[src/core/tmr_pkg.sv]
// =============================================================
// Register map, field positions and timing for timer 2
package tmr_pkg;

   localparam int unsigned ADDR_W = 3;
   localparam int unsigned DATA_W = 8;
   localparam int unsigned CNT_W  = 16;

   // =============================================================
   // Register offsets
   localparam logic [ADDR_W-1:0] OFS_CONTROL   = 3'h0;
   localparam logic [ADDR_W-1:0] OFS_MODE      = 3'h1;
   localparam logic [ADDR_W-1:0] OFS_COUNT_LO  = 3'h2;
   localparam logic [ADDR_W-1:0] OFS_COUNT_HI  = 3'h3;
   localparam logic [ADDR_W-1:0] OFS_RELOAD_LO = 3'h4;
   localparam logic [ADDR_W-1:0] OFS_RELOAD_HI = 3'h5;
   localparam logic [ADDR_W-1:0] OFS_INT_EN    = 3'h6;

   // =============================================================
   // Control register fields
   localparam int unsigned BIT_OVERFLOW  = 7;
   localparam int unsigned BIT_EXTERNAL  = 6;
   localparam int unsigned BIT_RX_SEL    = 5;
   localparam int unsigned BIT_TX_SEL    = 4;
   localparam int unsigned BIT_EXT_TRIG  = 3;
   localparam int unsigned BIT_RUN       = 2;
   localparam int unsigned BIT_CNT_TMR   = 1;
   localparam int unsigned BIT_CAP_RLD   = 0;

   // Mode register and interrupt enable fields
   localparam int unsigned BIT_DOWN_EN   = 0;
   localparam int unsigned BIT_TWELVE    = 1;
   localparam int unsigned BIT_T2_IE     = 0;

   // =============================================================
   // Reset values and count maximum
   localparam logic [DATA_W-1:0] RST_CONTROL = 8'h00;
   localparam logic [DATA_W-1:0] RST_MODE    = 8'h00;
   localparam logic [CNT_W-1:0]  RST_COUNT   = 16'h0000;
   localparam logic [CNT_W-1:0]  RST_RELOAD  = 16'h0000;
   localparam logic [CNT_W-1:0]  COUNT_MAX   = 16'hffff;

   // =============================================================
   // Clocks per count step
   localparam logic [3:0] DIV_MC_SIX     = 4'h6;
   localparam logic [3:0] DIV_MC_TWELVE  = 4'hc;
   localparam logic [3:0] DIV_BAUD_SIX   = 4'h1;
   localparam logic [3:0] DIV_BAUD_TWELVE = 4'h2;

   typedef enum logic [1:0] {
      TMR_MODE_CAPTURE,
      TMR_MODE_RELOAD_UP,
      TMR_MODE_UP_DOWN,
      TMR_MODE_BAUD
   } tmr_mode_t;

endpackage

[src/core/tmr_pin_edge.sv]
`timescale 1ns/10ps
// =============================================================
// Samples pins and flags high-then-low as a falling edge
module tmr_pin_edge #(
   parameter int unsigned WIDTH = 2
) (
   // Clock and reset
   input  wire logic             ref_clk,
   input  wire logic             sys_rst,
   // Pins
   input  wire logic [WIDTH-1:0] pin_in,
   // Sampled level and edge
   output logic      [WIDTH-1:0] pin_level,
   output logic      [WIDTH-1:0] pin_fall
);

   logic [WIDTH-1:0] prev_level;

   for (genvar i = 0; i < WIDTH; i++) begin : g_pin
      always_ff @(posedge ref_clk) begin
         if (sys_rst) begin
            pin_level[i]  <= 1'b1;
            prev_level[i] <= 1'b1;
            pin_fall[i]   <= 1'b0;
         end else begin
            pin_level[i]  <= pin_in[i];
            prev_level[i] <= pin_level[i];
            pin_fall[i]   <= prev_level[i] & ~pin_level[i];
         end
      end
   end

endmodule

[src/core/tmr_timer2.sv]
`timescale 1ns/10ps
// Function
// - 16-bit counter, timer or event select
// - Capture, auto-reload and baud modes
// - Capture without trigger: plain count, overflow flag
// - Interrupt enable gates overflow flag request
// - Trigger falling edge captures count bytes
// - Capture sets external flag, same interrupt
// - Capture mode never reloads, keeps counting
// - Reset clears down enable; trigger sets direction
// - Up-only passing max sets flag, reloads
// - Up-only trigger edge forces reload, sets flag
// - Up-only interrupt from either flag
// - Up/down, trigger high: count up, reload
// - Up/down, trigger low: down, underflow loads max
// - Up/down external flag toggles, no interrupt
// - External flag cleared by software, or toggled off in up/down
// - Receive clock select chooses overflow source
// - Transmit clock select chooses overflow source
// - Timer ticks per machine cycle, counter pin edges
// - Run bit clear stops the counter
// - Baud rollover reloads, no flag, no interrupt
// - Baud internal ticks at oscillator or half
module tmr_timer2
   import tmr_pkg::*;
(
   // Clock and reset
   input  wire logic              ref_clk,
   input  wire logic              sys_rst,
   // Register port
   input  wire logic [ADDR_W-1:0] reg_addr,
   input  wire logic [DATA_W-1:0] reg_wdata,
   input  wire logic              reg_wr,
   input  wire logic              reg_rd,
   output logic      [DATA_W-1:0] reg_rdata,
   // Pins
   input  wire logic              trigger_pin,
   input  wire logic              count_input_pin,
   // Serial port clock sources
   input  wire logic              timer1_overflow,
   output logic                   rx_baud_tick,
   output logic                   tx_baud_tick,
   // Interrupt request
   output logic                   t2_irq
);

   // =============================================================
   // Registers
   logic [5:0]       ctrl_cfg;
   logic             overflow_flag;
   logic             external_flag;
   logic             down_count_enable;
   logic             twelve_clock_mode;
   logic             timer2_irq_enable;
   logic [CNT_W-1:0] count;
   logic [CNT_W-1:0] reload_value;

   logic             rx_clock_select;
   logic             tx_clock_select;
   logic             ext_trigger_enable;
   logic             run_control;
   logic             counter_timer_select;
   logic             capture_reload_select;

   assign rx_clock_select       = ctrl_cfg[BIT_RX_SEL];
   assign tx_clock_select       = ctrl_cfg[BIT_TX_SEL];
   assign ext_trigger_enable    = ctrl_cfg[BIT_EXT_TRIG];
   assign run_control           = ctrl_cfg[BIT_RUN];
   assign counter_timer_select  = ctrl_cfg[BIT_CNT_TMR];
   assign capture_reload_select = ctrl_cfg[BIT_CAP_RLD];

   logic wr_ctrl;
   logic wr_mode;
   logic wr_cnt_lo;
   logic wr_cnt_hi;
   logic wr_rld_lo;
   logic wr_rld_hi;
   logic wr_ie;

   assign wr_ctrl   = reg_wr && (reg_addr == OFS_CONTROL);
   assign wr_mode   = reg_wr && (reg_addr == OFS_MODE);
   assign wr_cnt_lo = reg_wr && (reg_addr == OFS_COUNT_LO);
   assign wr_cnt_hi = reg_wr && (reg_addr == OFS_COUNT_HI);
   assign wr_rld_lo = reg_wr && (reg_addr == OFS_RELOAD_LO);
   assign wr_rld_hi = reg_wr && (reg_addr == OFS_RELOAD_HI);
   assign wr_ie     = reg_wr && (reg_addr == OFS_INT_EN);

   // =============================================================
   // Pin sampling
   logic [1:0] pin_level;
   logic [1:0] pin_fall;
   logic       trig_level;
   logic       trig_fall;
   logic       cnt_fall;

   tmr_pin_edge #(
      .WIDTH     (2)
   ) u_pin_edge (
      .ref_clk   (ref_clk),
      .sys_rst   (sys_rst),
      .pin_in    ({count_input_pin, trigger_pin}),
      .pin_level (pin_level),
      .pin_fall  (pin_fall)
   );

   assign trig_level = pin_level[0];
   assign trig_fall  = pin_fall[0];
   assign cnt_fall   = pin_fall[1];

   // =============================================================
   // Mode decode
   tmr_mode_t mode;

   always_comb begin
      if (rx_clock_select || tx_clock_select) begin
         mode = TMR_MODE_BAUD;
      end else if (capture_reload_select) begin
         mode = TMR_MODE_CAPTURE;
      end else if (down_count_enable) begin
         mode = TMR_MODE_UP_DOWN;
      end else begin
         mode = TMR_MODE_RELOAD_UP;
      end
   end

   // =============================================================
   // Step divider
   logic [3:0] div_limit;
   logic [3:0] div_cnt;
   logic       tick;

   always_comb begin
      if (mode == TMR_MODE_BAUD) begin
         div_limit = twelve_clock_mode ? DIV_BAUD_TWELVE : DIV_BAUD_SIX;
      end else begin
         div_limit = twelve_clock_mode ? DIV_MC_TWELVE : DIV_MC_SIX;
      end
   end

   assign tick = (div_cnt >= div_limit - 4'h1);

   always_ff @(posedge ref_clk) begin
      if (sys_rst) begin
         div_cnt <= 4'h0;
      end else if (tick) begin
         div_cnt <= 4'h0;
      end else begin
         div_cnt <= div_cnt + 4'h1;
      end
   end

   logic step;

   // Timer ticks or counter edges, only while running
   assign step = run_control && (counter_timer_select ? cnt_fall : tick);

   // =============================================================
   // Count engine
   logic [CNT_W-1:0] next_count;
   logic             set_ovf;
   logic             set_ext;
   logic             tog_ext;
   logic             baud_roll;
   logic             do_capture;

   always_comb begin
      next_count = count;
      set_ovf    = 1'b0;
      set_ext    = 1'b0;
      tog_ext    = 1'b0;
      baud_roll  = 1'b0;
      do_capture = 1'b0;
      case (mode)
         TMR_MODE_CAPTURE: begin
            if (step) begin
               next_count = count + 16'h0001;
               set_ovf    = (count == COUNT_MAX);
            end
            if (ext_trigger_enable && trig_fall) begin
               do_capture = 1'b1;
               set_ext    = 1'b1;
            end
         end
         TMR_MODE_RELOAD_UP: begin
            if (step && count == COUNT_MAX) begin
               next_count = reload_value;
               set_ovf    = 1'b1;
            end else if (step) begin
               next_count = count + 16'h0001;
            end
            if (ext_trigger_enable && trig_fall) begin
               next_count = reload_value;
               set_ext    = 1'b1;
            end
         end
         TMR_MODE_UP_DOWN: begin
            if (step && trig_level) begin
               if (count == COUNT_MAX) begin
                  next_count = reload_value;
                  set_ovf    = 1'b1;
                  tog_ext    = 1'b1;
               end else begin
                  next_count = count + 16'h0001;
               end
            end else if (step) begin
               if (count == reload_value) begin
                  next_count = COUNT_MAX;
                  set_ovf    = 1'b1;
                  tog_ext    = 1'b1;
               end else begin
                  next_count = count - 16'h0001;
               end
            end
         end
         TMR_MODE_BAUD: begin
            if (step && count == COUNT_MAX) begin
               next_count = reload_value;
               baud_roll  = 1'b1;
            end else if (step) begin
               next_count = count + 16'h0001;
            end
            set_ext = ext_trigger_enable && trig_fall;
         end
         default: begin
            next_count = count;
         end
      endcase
   end

   // =============================================================
   // Counter register, software write overrides the step
   always_ff @(posedge ref_clk) begin
      if (sys_rst) begin
         count <= RST_COUNT;
      end else begin
         count[7:0]  <= wr_cnt_lo ? reg_wdata : next_count[7:0];
         count[15:8] <= wr_cnt_hi ? reg_wdata : next_count[15:8];
      end
   end

   // Reload and capture register, capture beats software
   always_ff @(posedge ref_clk) begin
      if (sys_rst) begin
         reload_value <= RST_RELOAD;
      end else if (do_capture) begin
         reload_value <= count;
      end else begin
         if (wr_rld_lo) begin
            reload_value[7:0] <= reg_wdata;
         end
         if (wr_rld_hi) begin
            reload_value[15:8] <= reg_wdata;
         end
      end
   end

   // =============================================================
   // Configuration registers
   always_ff @(posedge ref_clk) begin
      if (sys_rst) begin
         ctrl_cfg <= RST_CONTROL[5:0];
      end else if (wr_ctrl) begin
         ctrl_cfg <= reg_wdata[5:0];
      end
   end

   always_ff @(posedge ref_clk) begin
      if (sys_rst) begin
         down_count_enable <= RST_MODE[BIT_DOWN_EN];
         twelve_clock_mode <= RST_MODE[BIT_TWELVE];
      end else if (wr_mode) begin
         down_count_enable <= reg_wdata[BIT_DOWN_EN];
         twelve_clock_mode <= reg_wdata[BIT_TWELVE];
      end
   end

   always_ff @(posedge ref_clk) begin
      if (sys_rst) begin
         timer2_irq_enable <= 1'b0;
      end else if (wr_ie) begin
         timer2_irq_enable <= reg_wdata[BIT_T2_IE];
      end
   end

   // =============================================================
   // Flags: hardware events win over a software clear
   logic next_ovf;
   logic next_ext;

   always_comb begin
      next_ovf = wr_ctrl ? reg_wdata[BIT_OVERFLOW] : overflow_flag;
      next_ovf = next_ovf | set_ovf;
      next_ext = wr_ctrl ? reg_wdata[BIT_EXTERNAL] : external_flag;
      next_ext = (next_ext ^ tog_ext) | set_ext;
   end

   always_ff @(posedge ref_clk) begin
      if (sys_rst) begin
         overflow_flag <= RST_CONTROL[BIT_OVERFLOW];
         external_flag <= RST_CONTROL[BIT_EXTERNAL];
      end else begin
         overflow_flag <= next_ovf;
         external_flag <= next_ext;
      end
   end

   // =============================================================
   // Interrupt and serial clock outputs
   logic ext_requests;

   assign ext_requests = external_flag && (mode != TMR_MODE_UP_DOWN);

   always_ff @(posedge ref_clk) begin
      if (sys_rst) begin
         t2_irq <= 1'b0;
      end else begin
         t2_irq <= timer2_irq_enable && (overflow_flag || ext_requests);
      end
   end

   always_ff @(posedge ref_clk) begin
      if (sys_rst) begin
         rx_baud_tick <= 1'b0;
         tx_baud_tick <= 1'b0;
      end else begin
         rx_baud_tick <= rx_clock_select ? baud_roll : timer1_overflow;
         tx_baud_tick <= tx_clock_select ? baud_roll : timer1_overflow;
      end
   end

   // =============================================================
   // Read port, data one cycle after the strobe
   always_ff @(posedge ref_clk) begin
      if (sys_rst) begin
         reg_rdata <= 8'h00;
      end else if (reg_rd) begin
         case (reg_addr)
            OFS_CONTROL:   reg_rdata <= {overflow_flag, external_flag, ctrl_cfg};
            OFS_MODE:      reg_rdata <= {6'h00, twelve_clock_mode, down_count_enable};
            OFS_COUNT_LO:  reg_rdata <= count[7:0];
            OFS_COUNT_HI:  reg_rdata <= count[15:8];
            OFS_RELOAD_LO: reg_rdata <= reload_value[7:0];
            OFS_RELOAD_HI: reg_rdata <= reload_value[15:8];
            OFS_INT_EN:    reg_rdata <= {7'h00, timer2_irq_enable};
            default:       reg_rdata <= 8'h00;
         endcase
      end else begin
         reg_rdata <= 8'h00;
      end
   end
endmodule

[config.mk]
export PLATFORM = sky130hd
export DESIGN_NAME = tmr_timer2
export DESIGN_NICKNAME = d
export VERILOG_FILES = /design/src/core/tmr_pkg.sv /design/src/core/tmr_pin_edge.sv /design/src/core/tmr_timer2.sv
export SDC_FILE = /design/constraint.sdc
export NUM_CORES = 1
export LEC_CHECK = 0
export BUFFER_PORTS_ARGS = -buffer_cell sky130_fd_sc_hd__buf_2
export CAP_MARGIN = 20
export CORE_MARGIN = 2
export CORE_UTILIZATION = 35
export DETAILED_ROUTE_END_ITERATION = 10
export GPL_ROUTABILITY_DRIVEN = 0
export PLACE_DENSITY_LB_ADDON = 0.1
export SYNTH_ARGS = -nofsm -noshare
export SYNTH_HDL_FRONTEND = slang
export SYNTH_HIERARCHICAL = 1
export SYNTH_SLANG_ARGS = --single-unit
[constraint.sdc]
create_clock -name ref_clk -period 4.1 [get_ports ref_clk]
set_input_delay 0.615 -clock ref_clk [delete_from_list [all_inputs] [get_ports ref_clk]]
set_output_delay 0.615 -clock ref_clk [all_outputs]
set_load 0.05 [all_outputs]
# Yosys cells after proc, flatten, opt, wreduce, memory -nomap -nowiden
# Index checks and enable logic that the tools add are counted.
# W data, S select, Z words.
dict set report op_classes {
  add_sub_neg 4
  n_mux 37
  shift 0
  eq_ne 14
  div_mod_pow 0
  mul 0
  bitwise_logic 8
  order_cmp 1
  reduce_logical 22
}
# op n
set ops {}
lappend ops {{$mux W16} 8}
lappend ops {{$pmux W16 S4} 1}
lappend ops {{$pmux W8 S7} 1}
lappend ops {{$mux W8} 4}
lappend ops {{$add A16 B1 Y16 const B} 1}
lappend ops {{$eq A16 B16 Y1} 1}
lappend ops {{$eq A16 B16 Y1 const B} 1}
lappend ops {{$sub A16 B1 Y16 const B} 1}
lappend ops {{$mux W1} 15}
lappend ops {{$logic_and A1 B1 Y1} 13}
lappend ops {{$eq A3 B3 Y1 const B} 3}
lappend ops {{$mux W2} 4}
lappend ops {{$mux W4} 2}
lappend ops {{$ne A4 B4 Y1 const B} 2}
lappend ops {{$eq A3 B2 Y1 const B} 2}
lappend ops {{$reduce_or A2 Y1} 3}
lappend ops {{$add A4 B1 Y4 const B} 1}
lappend ops {{$eq A2 B2 Y1 const B} 2}
lappend ops {{$ge A4 B4 Y1} 1}
lappend ops {{$reduce_bool A2 Y1} 2}
lappend ops {{$sub A4 B1 Y4 const B} 1}
lappend ops {{$eq A3 B1 Y1 const B} 1}
lappend ops {{$logic_not A3 Y1} 1}
lappend ops {{$not A1 Y1} 3}
lappend ops {{other kinds (9)} 12}
dict set report totals {
  latchBits 0
  word_cells 107
  romBits 0
  output_inout_bits 11
  memories 0
  mem_bits_rw 0
  regBits 64
}

# Longest topological paths before layout
# Gate-level depths: netlist (run 1).
dict set report logic_depth {
  word_depth 14
  ltp_mapped 13
  depth_no_buf 10
}

# Cells and area by module
# Netlist (run 1), hierarchy kept.
# mod instances cells_each area_each_um2
set modules_own_cells {}
lappend modules_own_cells {tmr_timer2 1 605 4530.6}
lappend modules_own_cells {tmr_pin_edge 1 12 160.2}

# Worst setup path before layout (run 1)
# OpenSTA, ideal clock, no wires.
dict set report synth_path {
  path_kind {flip-flop to flip-flop}
  from {reg ctrl_cfg[4]}
  to {reg count[0]}
  synth_period_minus_slack_ps 3006
  path_slack_ps 1094
  arrival_ps 2874
  stages_incl_launch_ff 14
  setup_ps 131
  path_cell_list {dfxtp_1 nor2_1 buf_2 or2_2 ha_1 nor3b_1 o21ai_0 and3_1 clkbuf_1 nor2_1 clkbuf_1 o21ai_0 a2111oi_0 nor3_1}
}
dict set report synth_between {
  elab_chain_cells 13
  word_cells_on_any_way 20
}
# item line
set synth_lines {}
lappend synth_lines {{start: declaration} tmr_timer2.sv:49} ;# logic [5:0] ctrl_cfg;
lappend synth_lines {{start signal: assignment} tmr_timer2.sv:261} ;# ctrl_cfg <= RST_CONTROL[5:0];
lappend synth_lines {{start signal: assignment} tmr_timer2.sv:263} ;# ctrl_cfg <= reg_wdata[5:0];
lappend synth_lines {{$logic_or A1 B1 Y1 (*)} tmr_timer2.sv:115} ;# if (rx_clock_select || tx_clock_select) begin
lappend synth_lines {{$mux W2 (*)} tmr_timer2.sv:115}
lappend synth_lines {{$eq A2 B2 Y1} {tmr_timer2.sv:133, tmr_timer2.sv:173}}
lappend synth_lines {{$mux W4} tmr_timer2.sv:133} ;# if (mode == TMR_MODE_BAUD) begin
lappend synth_lines {{$sub A4 B1 Y4} tmr_timer2.sv:140} ;# assign tick = (div_cnt >= div_limit - 4'h1);
lappend synth_lines {{$ge A4 B4 Y1} tmr_timer2.sv:140}
lappend synth_lines {{$mux W1} tmr_timer2.sv:155} ;# assign step = run_control && (counter_timer_select ? cnt_fall : tick);
lappend synth_lines {{$logic_and A1 B1 Y1} tmr_timer2.sv:155}
lappend synth_lines {{$mux W16 or $logic_and A1 B1 Y1 (tied branches)} n/a}
lappend synth_lines {{$mux W16} tmr_timer2.sv:185} ;# if (step && count == COUNT_MAX) begin
lappend synth_lines {{$mux W16} tmr_timer2.sv:191} ;# if (ext_trigger_enable && trig_fall) begin
lappend synth_lines {{$pmux W16 S4} tmr_timer2.sv:173} ;# case (mode)
lappend synth_lines {{$mux W8} tmr_timer2.sv:236} ;# count[7:0] <= wr_cnt_lo ? reg_wdata : next_count[7:0];
lappend synth_lines {{end signal: assignment} tmr_timer2.sv:236}
lappend synth_lines {{end: declaration} tmr_timer2.sv:55} ;# logic [CNT_W-1:0] count;
# Mark *: on every way between the ends. The rest lies on a longest branch, timed or not.
# A chain may end at the register's enable or synchronous reset.

# Worst setup path in the final report (run 1)
dict set report layout_path {
  from {reg ctrl_cfg[4]}
  to {reg count[9]}
}
dict set report layout_between {
  elab_chain_cells 13
  word_cells_on_any_way 20
}
# item line
set layout_lines {}
lappend layout_lines {{$logic_or A1 B1 Y1 (*)} tmr_timer2.sv:115}
lappend layout_lines {{$mux W2 (*)} tmr_timer2.sv:115}
lappend layout_lines {{$eq A2 B2 Y1} {tmr_timer2.sv:133, tmr_timer2.sv:173}}
lappend layout_lines {{$mux W4} tmr_timer2.sv:133}
lappend layout_lines {{$sub A4 B1 Y4} tmr_timer2.sv:140}
lappend layout_lines {{$ge A4 B4 Y1} tmr_timer2.sv:140}
lappend layout_lines {{$mux W1} tmr_timer2.sv:155}
lappend layout_lines {{$logic_and A1 B1 Y1} tmr_timer2.sv:155}
lappend layout_lines {{$mux W16 or $logic_and A1 B1 Y1 (tied branches)} n/a}
lappend layout_lines {{$mux W16} tmr_timer2.sv:185}
lappend layout_lines {{$mux W16} tmr_timer2.sv:191}
lappend layout_lines {{$pmux W16 S4} tmr_timer2.sv:173}
lappend layout_lines {{$mux W8} tmr_timer2.sv:237} ;# count[15:8] <= wr_cnt_hi ? reg_wdata : next_count[15:8];
lappend layout_lines {{end signal: assignment} tmr_timer2.sv:237}
# Marks and branches as above.

==> metrics.txt, run 1 <==
starting DRC count in detailed routing=558; post-DP HPWL=13300 um; post-route ant nets=0; via count=5026; port bufs=28; H-tree depth=3; Cell Area, Placed=0.00505 mm^2; Non-Filler Instances=813; drt wl/cell=22.7 um; min-delay worst type=register to register; Main synth FF type=dfxtp_1; Yosys top cell area share=27.3%; total wire length=18500 um; vias in the first global route=4795; chip width=120 um; Site Rows=42; die area=0.0143 mm^2; async set-or-reset flop fraction in the synthesized netlist=0%; critical path peak fanout=14; root buf cell=clkbuf_16; Min Hold Slack=0.416 ns; Final Cycle Share=84.1%; # setup viols final=0; Slew Limit Fails=0; r2r startpoint=ctrl_cfg[4]$_SDFFE_PP0P_; layout cells sized above 1=14.0%; Top Ports=29; Crit. Startpoint=ctrl_cfg[4]$_SDFFE_PP0P_; DR DRC count=0; Syn-to-layout area delta=14.2%; fin area=0.00536 mm^2; clk_lat worst skew=0.34 ns; mean post-synth cell area=7.60 um^2; clock buffer depth=2; Yosys top cell by area=dfxtp_1; Post-synth EDFFs=0; largest net degree at the start of global routing=49; Startpoint Class=register; Final Util=40.6%; Overflow after GRT=0; clk slew on worst S/H paths=0.06 ns; Final min period=3.45 ns; multi-input logic area=0.00318 mm^2; FF-to-FF path depth=12; initial antenna violation count=0; Initial Utilization=35.6%; CTS tree=done; Slew @ Worst Pin=0.997 ns; RSZ-0062 raised after global routing=no; Pwr Total=1.86 mW; hold path cells=1; Power Dens Cells=347 mW/mm^2; critical path class=register to register; CTS Sinks=64; sequential cell area fraction in the yosys report=27.3%; reg2reg end=count[9]$_SDFFE_PP0P_; count of cell types in the netlist=60; global-route wire length before repair=28700 um; worst path required time=4.29 ns; Mapped Area=0.00469 mm^2; #FFs+latches synth=64; total core area=0.0132 mm^2; Net Count, Synth=642; placed insts=797; Die Y=120 um; detailed-route vias per instance=6.18; max-cap violation count=0; FMAX=290 MHz; final hold violation count=0; clk_skew=0.00758 ns; number of setup buffers added after CTS=0; hold buffers post-CTS=0; Yosys Warn Count=6; Lkg Pwr=1.98 nW; Reg area=0.00128 mm^2; worst setup slack after layout=0.653 ns; DR pass1 iterations=5; Max-slew headroom=33.5%; setup TNS=0 ns; maximum VDD drop=0.228 mV; post-CTS sizing=0; outcome=completed; ant diodes=0; Num CTS Buffers=9; GRT Util Overall=26.5%; CP endpoint kind=register; Worst R2R Setup Slack=0.65 ns; Mapped Cells=617; DP Worst Slack=0.785 ns; final net count=657; leading post-synthesis cells by cell area=dfxtp_1 27%, nor2_1 7.2%, mux2i_1 6.4%; FILL cells=1405; CP endpoint=count[9]$_SDFFE_PP0P_; CP Data Arrival Time=3.63 ns
where the power goes:
part / switching (mW) / leakage, nW / internal [mW]
Sequential: 0.0303 / 0.521 / 0.647
Combinational: 0.246 / 1.32 / 0.139
Clock: 0.320 / 0.144 / 0.477
Total: 0.596 / 1.98 / 1.26
cell usage in the layout (no fill, tap or decap), types with 6 or more instances in the layout:
master and count:
a211oi_1 24, a21oi_1 32, a221oi_1 14, a22oi_1 8, and2_1 12, and3_1 7
buf_2 28, buf_4 27, clkbuf_16 9, dfxtp_1 64, ha_1 7, inv_1 7
mux2_2 8, mux2i_1 30, nand2_1 40, nand2b_1 6, nand3_1 20, nand4_1 13
nor2_1 90, nor2b_1 6, nor3_1 23, nor3b_1 7, nor4_1 10, o21ai_0 22
or3_1 9, xnor2_1 30, xor2_1 9
per-layer routing:
metal | global-route usage, % | part of all wire (%) | up-vias | routed length (um)
met2 | 40.7 | 45 | 237 | 8250
met5 | 0 | 0 | - | 0
met3 | 4.47 | 8.1 | 52 | 1500
met4 | 12.4 | 4.1 | 0 | 765
met1 | 36.3 | 43 | 2438 | 7960
li1 | - | - | 2299 | -
worst max-delay path, stage by stage (launching register included):
cell and delay, ns:
dfxtp_1 0.36, nor2_1 0.48, or2_2 0.21, ha_1 0.22
nor3b_1 0.31, o21ai_0 0.28, and3_1 0.24, buf_4 0.19
nor2_1 0.10, buf_4 0.22, a211oi_1 0.09, a2111oi_0 0.50
nor4_1 0.08
cell usage after synthesis, types with 6 or more instances:
| master | count |
|---|---|
| nor2_1 | 90 |
| dfxtp_1 | 64 |
| nand2_1 | 40 |
| clkbuf_1 | 37 |
| a21oi_1 | 32 |
| mux2i_1 | 30 |
| xnor2_1 | 30 |
| a211oi_1 | 24 |
| nor3_1 | 23 |
| o21ai_0 | 22 |
| nand3_1 | 20 |
| a221oi_1 | 14 |
| nand4_1 | 13 |
| and2_1 | 12 |
| nor4_1 | 11 |
| or3_1 | 9 |
| xor2_1 | 9 |
| a22oi_1 | 8 |
| mux2_2 | 8 |
| and3_1 | 7 |
| ha_1 | 7 |
| inv_1 | 7 |
| nor3b_1 | 7 |
| buf_1 | 6 |
| buf_2 | 6 |
| nand2b_1 | 6 |
| nor2b_1 | 6 |
logic make-up after synthesis:
family | count (synthesis) | synth area share (%)
xor+xnor | 39 | 7.28
fa+ha+maj | 7 | 1.87
compound gates | 147 | 22.1
mux | 38 | 8.32
buf+inv | 58 | 4.96
flops | 64 | 27.3
simple gates | 264 | 28.2
flip-flops by register name, indices dropped and copies added (netlist names):
register               flops
u_pin_edge/pin_level       2
twelve_clock_mode          1
t2_irq                     1
u_pin_edge/pin_fall        2
u_pin_edge/prev_level      2
down_count_enable          1
external_flag              1
overflow_flag              1
ctrl_cfg                   6
rx_baud_tick               1
div_cnt                    4
timer2_irq_enable          1
reload_value              16
tx_baud_tick               1
count                     16
reg_rdata                  8
worst min path at each step:
stage	start	end	slack [ns]
floorplan	u_pin_edge/pin_level[1]$_SDFF_PP1_	u_pin_edge/pin_fall[1]$_SDFF_PP0_	0.39
global placement	u_pin_edge/pin_level[1]$_SDFF_PP1_	u_pin_edge/pin_fall[1]$_SDFF_PP0_	0.40
detailed placement	u_pin_edge/pin_level[1]$_SDFF_PP1_	u_pin_edge/pin_fall[1]$_SDFF_PP0_	0.40
CTS	u_pin_edge/pin_level[1]$_SDFF_PP1_	u_pin_edge/pin_fall[1]$_SDFF_PP0_	0.42
global route	u_pin_edge/pin_level[1]$_SDFF_PP1_	u_pin_edge/pin_fall[1]$_SDFF_PP0_	0.44
finish	u_pin_edge/pin_level[1]$_SDFF_PP1_	u_pin_edge/pin_fall[1]$_SDFF_PP0_	0.42
cell type report:
cell class                      count  area share [%]
Sequential cell                    64            23.9
Clock inverter                      7            1.47
Timing Repair Buffer               55            6.40
Inverter                            7           0.490
Clock buffer                        9            4.20
Tap cell                          176            4.11
Multi-Input combinational cell    495            59.4
(Power assumes the default switching activity.)
==> run 2, diff against run 1 <==
ABC_AREA = 1   (was default)
clock period = 3.1 ns   (was 4.1 ns; I/O delays follow)
==> run 2 against run 1 <==
  * Maximum frequency increased by 33%
  * Sequential share of layout area down 0.68 points
  * Clock skew up 0.0021 ns
  * Worst setup slack worse by 0.14 ns
  * Core utilization shrank 1.0 points
  * Synthesized area rose by 6.5%
==> metrics.txt, run 2 <==
multi-input logic area=0.00312 mm^2 (was 0.00318 mm^2); critical path peak fanout=13 (was 14); DR DRC count=0 (unchanged); dominant delay contributor by cell family on the critical path=simple AND/OR/NAND/NOR gates (unchanged); Yosys top cell by area=dfxtp_1 (unchanged); Die Y=123 um (was 120 um); chip width=123 um (was 120 um); Slew Limit Fails=0 (unchanged); CP endpoint kind=register (unchanged); Startpoint Class=register (unchanged); critical path class=register to register (unchanged); detailed-route vias per instance=5.54 (was 6.18); Site Rows=43 (was 42); Top Ports=29 (unchanged); Main synth FF type=dfxtp_1 (unchanged); vias in the first global route=5290 (was 4795); Final Cycle Share=83.6% (was 84.1%); H-tree depth=3 (unchanged); Pwr Total=2.63 mW (was 1.86 mW); FMAX=386 MHz (was 290 MHz); Mapped Area=0.00499 mm^2 (was 0.00469 mm^2); Overflow after GRT=0 (unchanged); clock buffer depth=2 (unchanged); count of cell types in the netlist=46 (was 60); Syn-to-layout area delta=10.4% (was 14.2%); post-route ant nets=0 (unchanged); leading post-synthesis cells by cell area=dfxtp_1 26%, nand2_1 16%, inv_1 6.7% (was dfxtp_1 27%, nor2_1 7.2%, mux2i_1 6.4%); clk_skew=0.00971 ns (was 0.00758 ns); Worst R2R Setup Slack=0.51 ns (was 0.65 ns); mean post-synth cell area=6.28 um^2 (was 7.60 um^2); critical path cell sequence=nor2_4 > nand2_1 > ha_1 > nand4_1 > nand4_2 > nand3_1 > inv_1 > nand2_1 > nand3_1 > nand2_1 > nand2_1 > nand2_1 > nand2_1 > a21oi_2 (was nor2_1 > or2_2 > ha_1 > nor3b_1 > o21ai_0 > and3_1 > buf_4 > nor2_1 > buf_4 > a211oi_1 > a2111oi_0 > nor4_1); drt wl/cell=19.3 um (was 22.7 um); total core area=0.0139 mm^2 (was 0.0132 mm^2); async set-or-reset flop fraction in the synthesized netlist=0% (unchanged); port bufs=28 (unchanged); worst path required time=3.33 ns (was 4.29 ns); CP Data Arrival Time=2.82 ns (was 3.63 ns); final hold violation count=0 (unchanged); number of setup buffers added after CTS=0 (unchanged); # setup viols final=0 (unchanged); Crit. Startpoint=ctrl_cfg[4]$_SDFFE_PP0P_ (unchanged); Max-slew headroom=57.8% (was 33.5%); FILL cells=1537 (was 1405); Slew @ Worst Pin=0.631 ns (was 0.997 ns); CTS Sinks=64 (unchanged); final net count=837 (was 657); Final min period=2.59 ns (was 3.45 ns); most frequent cells in the layout=208 x nand2_1, 89 x inv_1, 83 x nor2_1 (was 90 x nor2_1, 64 x dfxtp_1, 40 x nand2_1); layout cells sized above 1=13.3% (was 14.0%); total wire length=19300 um (was 18500 um); Net Count, Synth=820 (was 642); Initial Utilization=35.8% (was 35.6%); global-route wire length before repair=30100 um (was 28700 um); hold buffers post-CTS=0 (unchanged); post-CTS sizing=0 (unchanged); via count=5525 (was 5026); Lkg Pwr=2.55 nW (was 1.98 nW); #FFs+latches synth=64 (unchanged); CTS tree=done (unchanged); sequential cell area fraction in the yosys report=25.7% (was 27.3%); max-cap violation count=0 (unchanged); largest net degree at the start of global routing=23 (was 49); ant diodes=0 (unchanged); DR pass1 iterations=6 (was 5); Yosys Warn Count=6 (unchanged); min-delay src=count_input_pin (was u_pin_edge/pin_level[1]$_SDFF_PP1_); biggest regs=count: 16 flops, reload_value: 16 flops, reg_rdata: 8 flops (unchanged); maximum VDD drop=0.236 mV (was 0.228 mV); clk_lat worst skew=0.35 ns (was 0.34 ns); RSZ-0062 raised after global routing=no (unchanged); min-delay worst type=input pin to register (was register to register); GRT Util Overall=26.9% (was 26.5%); Crit path top cell by count=nand2_1; r2r startpoint=ctrl_cfg[4]$_SDFFE_PP0P_ (unchanged); clk slew on worst S/H paths=0.06 ns (about the same); Bufs and invs on worst path=1 (was 2); Post-synth EDFFs=0 (unchanged); setup TNS=0 ns (unchanged); post-DP HPWL=14600 um (was 13300 um); Mapped Cells=795 (was 617); starting DRC count in detailed routing=649 (was 558); commonest non-fill, non-tap cell in the layout=nand2_1 (was nor2_1); Power Dens Cells=477 mW/mm^2 (was 347 mW/mm^2); slowest CP cell=inv_1 (was a2111oi_0); Reg area=0.00128 mm^2 (unchanged); Num CTS Buffers=9 (unchanged); outcome=completed (unchanged); top-count cell post-synth=nand2_1 (was nor2_1); die area=0.0152 mm^2 (was 0.0143 mm^2); Yosys top cell area share=25.7% (was 27.3%); initial antenna violation count=0 (unchanged); commonest cells in the netlist=208 x nand2_1, 89 x inv_1, 83 x nor2_1, 64 x dfxtp_1, 63 x nand3_1 (was 90 x nor2_1, 64 x dfxtp_1, 40 x nand2_1, 37 x clkbuf_1, 32 x a21oi_1); root buf cell=clkbuf_16 (unchanged); Largest stage delay, worst path=0.45 ns (was 0.50 ns)
==> run 2: cell types whose count changed in the layout (fill, tap and decap cells not counted), moves of 22 or more <==
cell,before,now
o22ai_1,2,24
o21ai_0,22,52
nand2_1,40,208
xnor2_1,30,3
inv_1,7,89
mux2i_1,30,0
nand3_1,20,63
==> run 2: power by group <==
| group | switching [mW] | total [mW] | internal, mW |
|---|---|---|---|
| clock | 0.399 | 0.959 | 0.560 |
| combinational | 0.489 | 0.728 | 0.239 |
| sequential | 0.0715 | 0.940 | 0.869 |
| total | 0.960 | 2.63 | 1.67 |
==> run 2: stage by stage <==
| stage | cell area, um^2 | instances | setup slack [ns] | hold slack, ns | utilization (%) |
|---|---|---|---|---|---|
| 2_1_floorplan | 4990 | 795 | 0.984 | 0.399 | - |
| 3_3_place_gp | 5240 | 981 | 0.630 | 0.407 | 37.6 |
| 3_5_place_dp | 5240 | 981 | 0.560 | 0.415 | 37.6 |
| 4_1_cts | 5510 | 997 | 0.545 | 0.290 | 39.6 |
| 5_1_grt | 5510 | 997 | 0.290 | 0.295 | 39.6 |
| 6_report | 5510 | 997 | 0.509 | 0.297 | 39.6 |
==> run 2: cell families (layout without fill, tap and decap cells) <==
| kind of cell | after synthesis | count (layout) | share of synthesized area [%] |
|---|---|---|---|
| adder cells (fa/ha/maj) | 7 | 7 | 1.75 |
| flip-flops | 64 | 64 | 25.7 |
| buffers and inverters | 136 | 158 | 11.8 |
| XOR/XNOR | 25 | 25 | 4.38 |
| AO/OA/AOI/OAI | 149 | 149 | 17.4 |
| AND/OR/NAND/NOR | 414 | 414 | 38.9 |
==> run 2: worst paths after layout <==
check	end	depth (start not counted)
worst max-delay path	count[14]$_SDFFE_PP0P_	14
worst min-delay path	u_pin_edge/pin_level[1]$_SDFF_PP1_	2
worst max register to register	count[14]$_SDFFE_PP0P_	14
worst min register to register	u_pin_edge/pin_fall[1]$_SDFF_PP0_	2
==> run 2: cell type report <==
cell class              count  share of cell area, %
repair buffers             38                   3.90
well taps                 180                   4.08
clock buffers              11                   4.40
clock inverters             5                  0.590
multi-input cells         595                   56.6
flip-flops and latches     64                   23.2
inverters                 104                   7.17
==> run 2: metal layers <==
metal  global-route usage (%)  wire, um  up-vias
met4                     14.0       798        0
met3                     4.61      1500       50
met2                     41.6      8450      265
met1                     35.9      8520     2575
li1                         -         -     2635
met5                        0         0        -
==> run 3, diff against run 2 <==
clock period = 2.71 ns   (was 3.1 ns; I/O delays follow)
==> run 3 against run 2 <==
  * Maximum frequency is 2.9% higher
  * Count of clock-buffer cells in the layout unchanged
  * Via count increased by 2.0%
  * Global-route usage barely moved
  * Sequential power grew 14%
  * Final cell count increased by 1.8%
  * Clock power increased by 30%
  * Register-to-register slack worse by 0.32 ns
  * Routed wire length is 2.5% higher
==> metrics.txt, run 3 (same netlist as run 2, synthesis figures left out) <==
detailed-route vias per instance=5.55 (was 5.54); Non-Filler Instances=1015 (was 997); biggest regs=count: 16 flops, reload_value: 16 flops, reg_rdata: 8 flops (unchanged); slowest CP cell=dfxtp_1 (was inv_1); most frequent cells in the layout=207 x nand2_1, 88 x inv_1, 83 x nor2_1 (was 208 x nand2_1, 89 x inv_1, 83 x nor2_1); Worst R2R Setup Slack=0.19 ns (was 0.51 ns); # setup viols final=0 (unchanged); DP Worst Slack=0.0818 ns (was 0.560 ns); critical path peak fanout=8 (was 13); Final min period=2.52 ns (was 2.59 ns); Lkg Pwr=2.65 nW (was 2.55 nW); maximum VDD drop=0.333 mV (was 0.236 mV); post-DP HPWL=15100 um (was 14600 um); drt wl/cell=19.5 um (was 19.3 um); Reg power frac=33.7% (was 35.8%); final net count=855 (was 837); vias in the first global route=5097 (was 5290); via count=5634 (was 5525); Top Ports=29 (unchanged); FF-to-FF path depth=13 (was 14); CTS Sinks=64 (unchanged); Power Dens Cells=558 mW/mm^2 (was 477 mW/mm^2); hold buffers post-CTS=0 (unchanged); hold path endpoint=u_pin_edge/pin_level[0]$_SDFF_PP1_ (was u_pin_edge/pin_level[1]$_SDFF_PP1_); Initial Utilization=35.8% (unchanged); Num CTS Buffers=9 (unchanged); clk_lat worst skew=0.35 ns (about the same); Max-slew headroom=49.5% (was 57.8%); Startpoint Class=register (unchanged); Syn-to-layout area delta=14.1% (was 10.4%); Largest stage delay, worst path=0.35 ns (was 0.45 ns); Slew Limit Fails=0 (unchanged); port bufs=28 (unchanged); H-tree depth=3 (unchanged); total wire length=19800 um (was 19300 um); outcome=completed (unchanged); clk_skew=0.0118 ns (was 0.00971 ns); max-cap violation count=0 (unchanged); r2r startpoint=ctrl_cfg[4]$_SDFFE_PP0P_ (unchanged); worst path required time=2.95 ns (was 3.33 ns); root buf cell=clkbuf_16 (unchanged); DR pass1 iterations=6 (unchanged); placed insts=998 (was 981); min-delay worst type=input pin to register (unchanged); setup TNS=0 ns (unchanged); reg2reg end=count[6]$_SDFFE_PP0P_ (was count[14]$_SDFFE_PP0P_); Overflow after GRT=0 (unchanged); Min Hold Slack=0.239 ns (was 0.297 ns); CP endpoint kind=register (unchanged); Switching Power=1.12 mW (was 0.960 mW); CTS tree=done (unchanged); Site Rows=43 (unchanged); CP Data Arrival Time=2.76 ns (was 2.82 ns); worst setup slack after layout=0.192 ns (was 0.509 ns); Die Y=123 um (unchanged); combinational group share of total power=26.9% (was 27.7%); Final Util=40.9% (was 39.6%); total core area=0.0139 mm^2 (unchanged); die area=0.0152 mm^2 (unchanged); final hold violation count=0 (unchanged); dominant delay contributor by cell family on the critical path=simple AND/OR/NAND/NOR gates (unchanged); Final Cycle Share=92.9% (was 83.6%); Switching Fraction=35.3% (was 36.5%); hold path cells=2 (unchanged); commonest non-fill, non-tap cell in the layout=nand2_1 (unchanged); clk slew on worst S/H paths=0.07 ns (was 0.06 ns); post-route ant nets=0 (unchanged); Slew @ Worst Pin=0.738 ns (was 0.631 ns); initial antenna violation count=0 (unchanged); min-delay src=trigger_pin (was count_input_pin); RSZ-0062 raised after global routing=no (unchanged); ant diodes=0 (unchanged); layout cells sized above 1=15.6% (was 13.3%); starting DRC count in detailed routing=536 (was 649); chip width=123 um (unchanged); clock buffer depth=2 (unchanged); DR DRC count=0 (unchanged); Bufs and invs on worst path=2 (was 1); global-route wire length before repair=30100 um (about the same); largest net degree at the start of global routing=23 (unchanged); GRT Util Overall=26.9% (about the same); critical path class=register to register (unchanged); clock network power share=39.4% (was 36.5%); internal power=2.05 mW (was 1.67 mW); critical path cell sequence=nor2_4 > nand2_1 > ha_1 > nand4_1 > nand4_2 > nand3_1 > inv_1 > buf_4 > o211ai_1 > nand3_1 > o21ai_0 > nor2_1 > nor2_1 (was nor2_4 > nand2_1 > ha_1 > nand4_1 > nand4_2 > nand3_1 > inv_1 > nand2_1 > nand3_1 > nand2_1 > nand2_1 > nand2_1 > nand2_1 > a21oi_2); FMAX=397 MHz (was 386 MHz)
## run 3: how the worst max path moves through the flow
stage                                        start               endpoint  slack (ns)  cells after the start
after floorplan           ctrl_cfg[4]$_SDFFE_PP0P_  count[0]$_SDFFE_PP0P_        0.59                     13
after global placement    ctrl_cfg[4]$_SDFFE_PP0P_  count[2]$_SDFFE_PP0P_        0.18                     15
after detailed placement  ctrl_cfg[4]$_SDFFE_PP0P_  count[2]$_SDFFE_PP0P_        0.08                     13
after CTS                 ctrl_cfg[4]$_SDFFE_PP0P_  count[2]$_SDFFE_PP0P_        0.08                     13
after global routing      ctrl_cfg[4]$_SDFFE_PP0P_  count[6]$_SDFFE_PP0P_        0.01                     15
final                     ctrl_cfg[4]$_SDFFE_PP0P_  count[6]$_SDFFE_PP0P_        0.19                     13
## run 3: final cells by class
type / count / area, um^2
Inverter: 104 / 399
Timing Repair Buffer: 56 / 350
Clock buffer: 11 / 253
Fill cell: 1522 / 8240
Multi-Input combinational cell: 595 / 3120
Tap cell: 180 / 225
Sequential cell: 64 / 1280
Clock inverter: 5 / 63.8
## run 3: power groups by stage
| stage | combinational (mW) | sequential (mW) | clock, mW |
|---|---|---|---|
| 6_report | 0.855 | 1.07 | 1.25 |
| 5_1_grt | 0.941 | 1.08 | 1.31 |
| 4_1_cts | 0.838 | 1.07 | 1.27 |
| 3_5_place_dp | 0.833 | 1.09 | 0 |
| 3_3_place_gp | 0.831 | 1.09 | 0 |
| 2_1_floorplan | 0.621 | 1.06 | 0 |
## run 3: per-layer routing
layer / routed length, um / part of all wire [%] / track usage, %
met4: 594 / 3.0 / 7.95
met5: 0 / 0 / 0
met2: 8980 / 45 / 43.2
met3: 1520 / 7.7 / 5.54
met1: 8660 / 44 / 36.3
## run 3: repair_timing
| item | in CTS | in global routing |
|---|---|---|
| buffers inserted | 0 | 1 |
| setup endpoints to repair | 0 | 13 |
| resized for setup | 0 | 2 |
## run 3: through the flow
stage          power [mW]  cell area (um^2)
2_1_floorplan        1.68              4990
3_3_place_gp         1.92              5370
3_5_place_dp         1.92              5370
4_1_cts              3.17              5680
5_1_grt              3.33              5700
6_report             3.18              5700
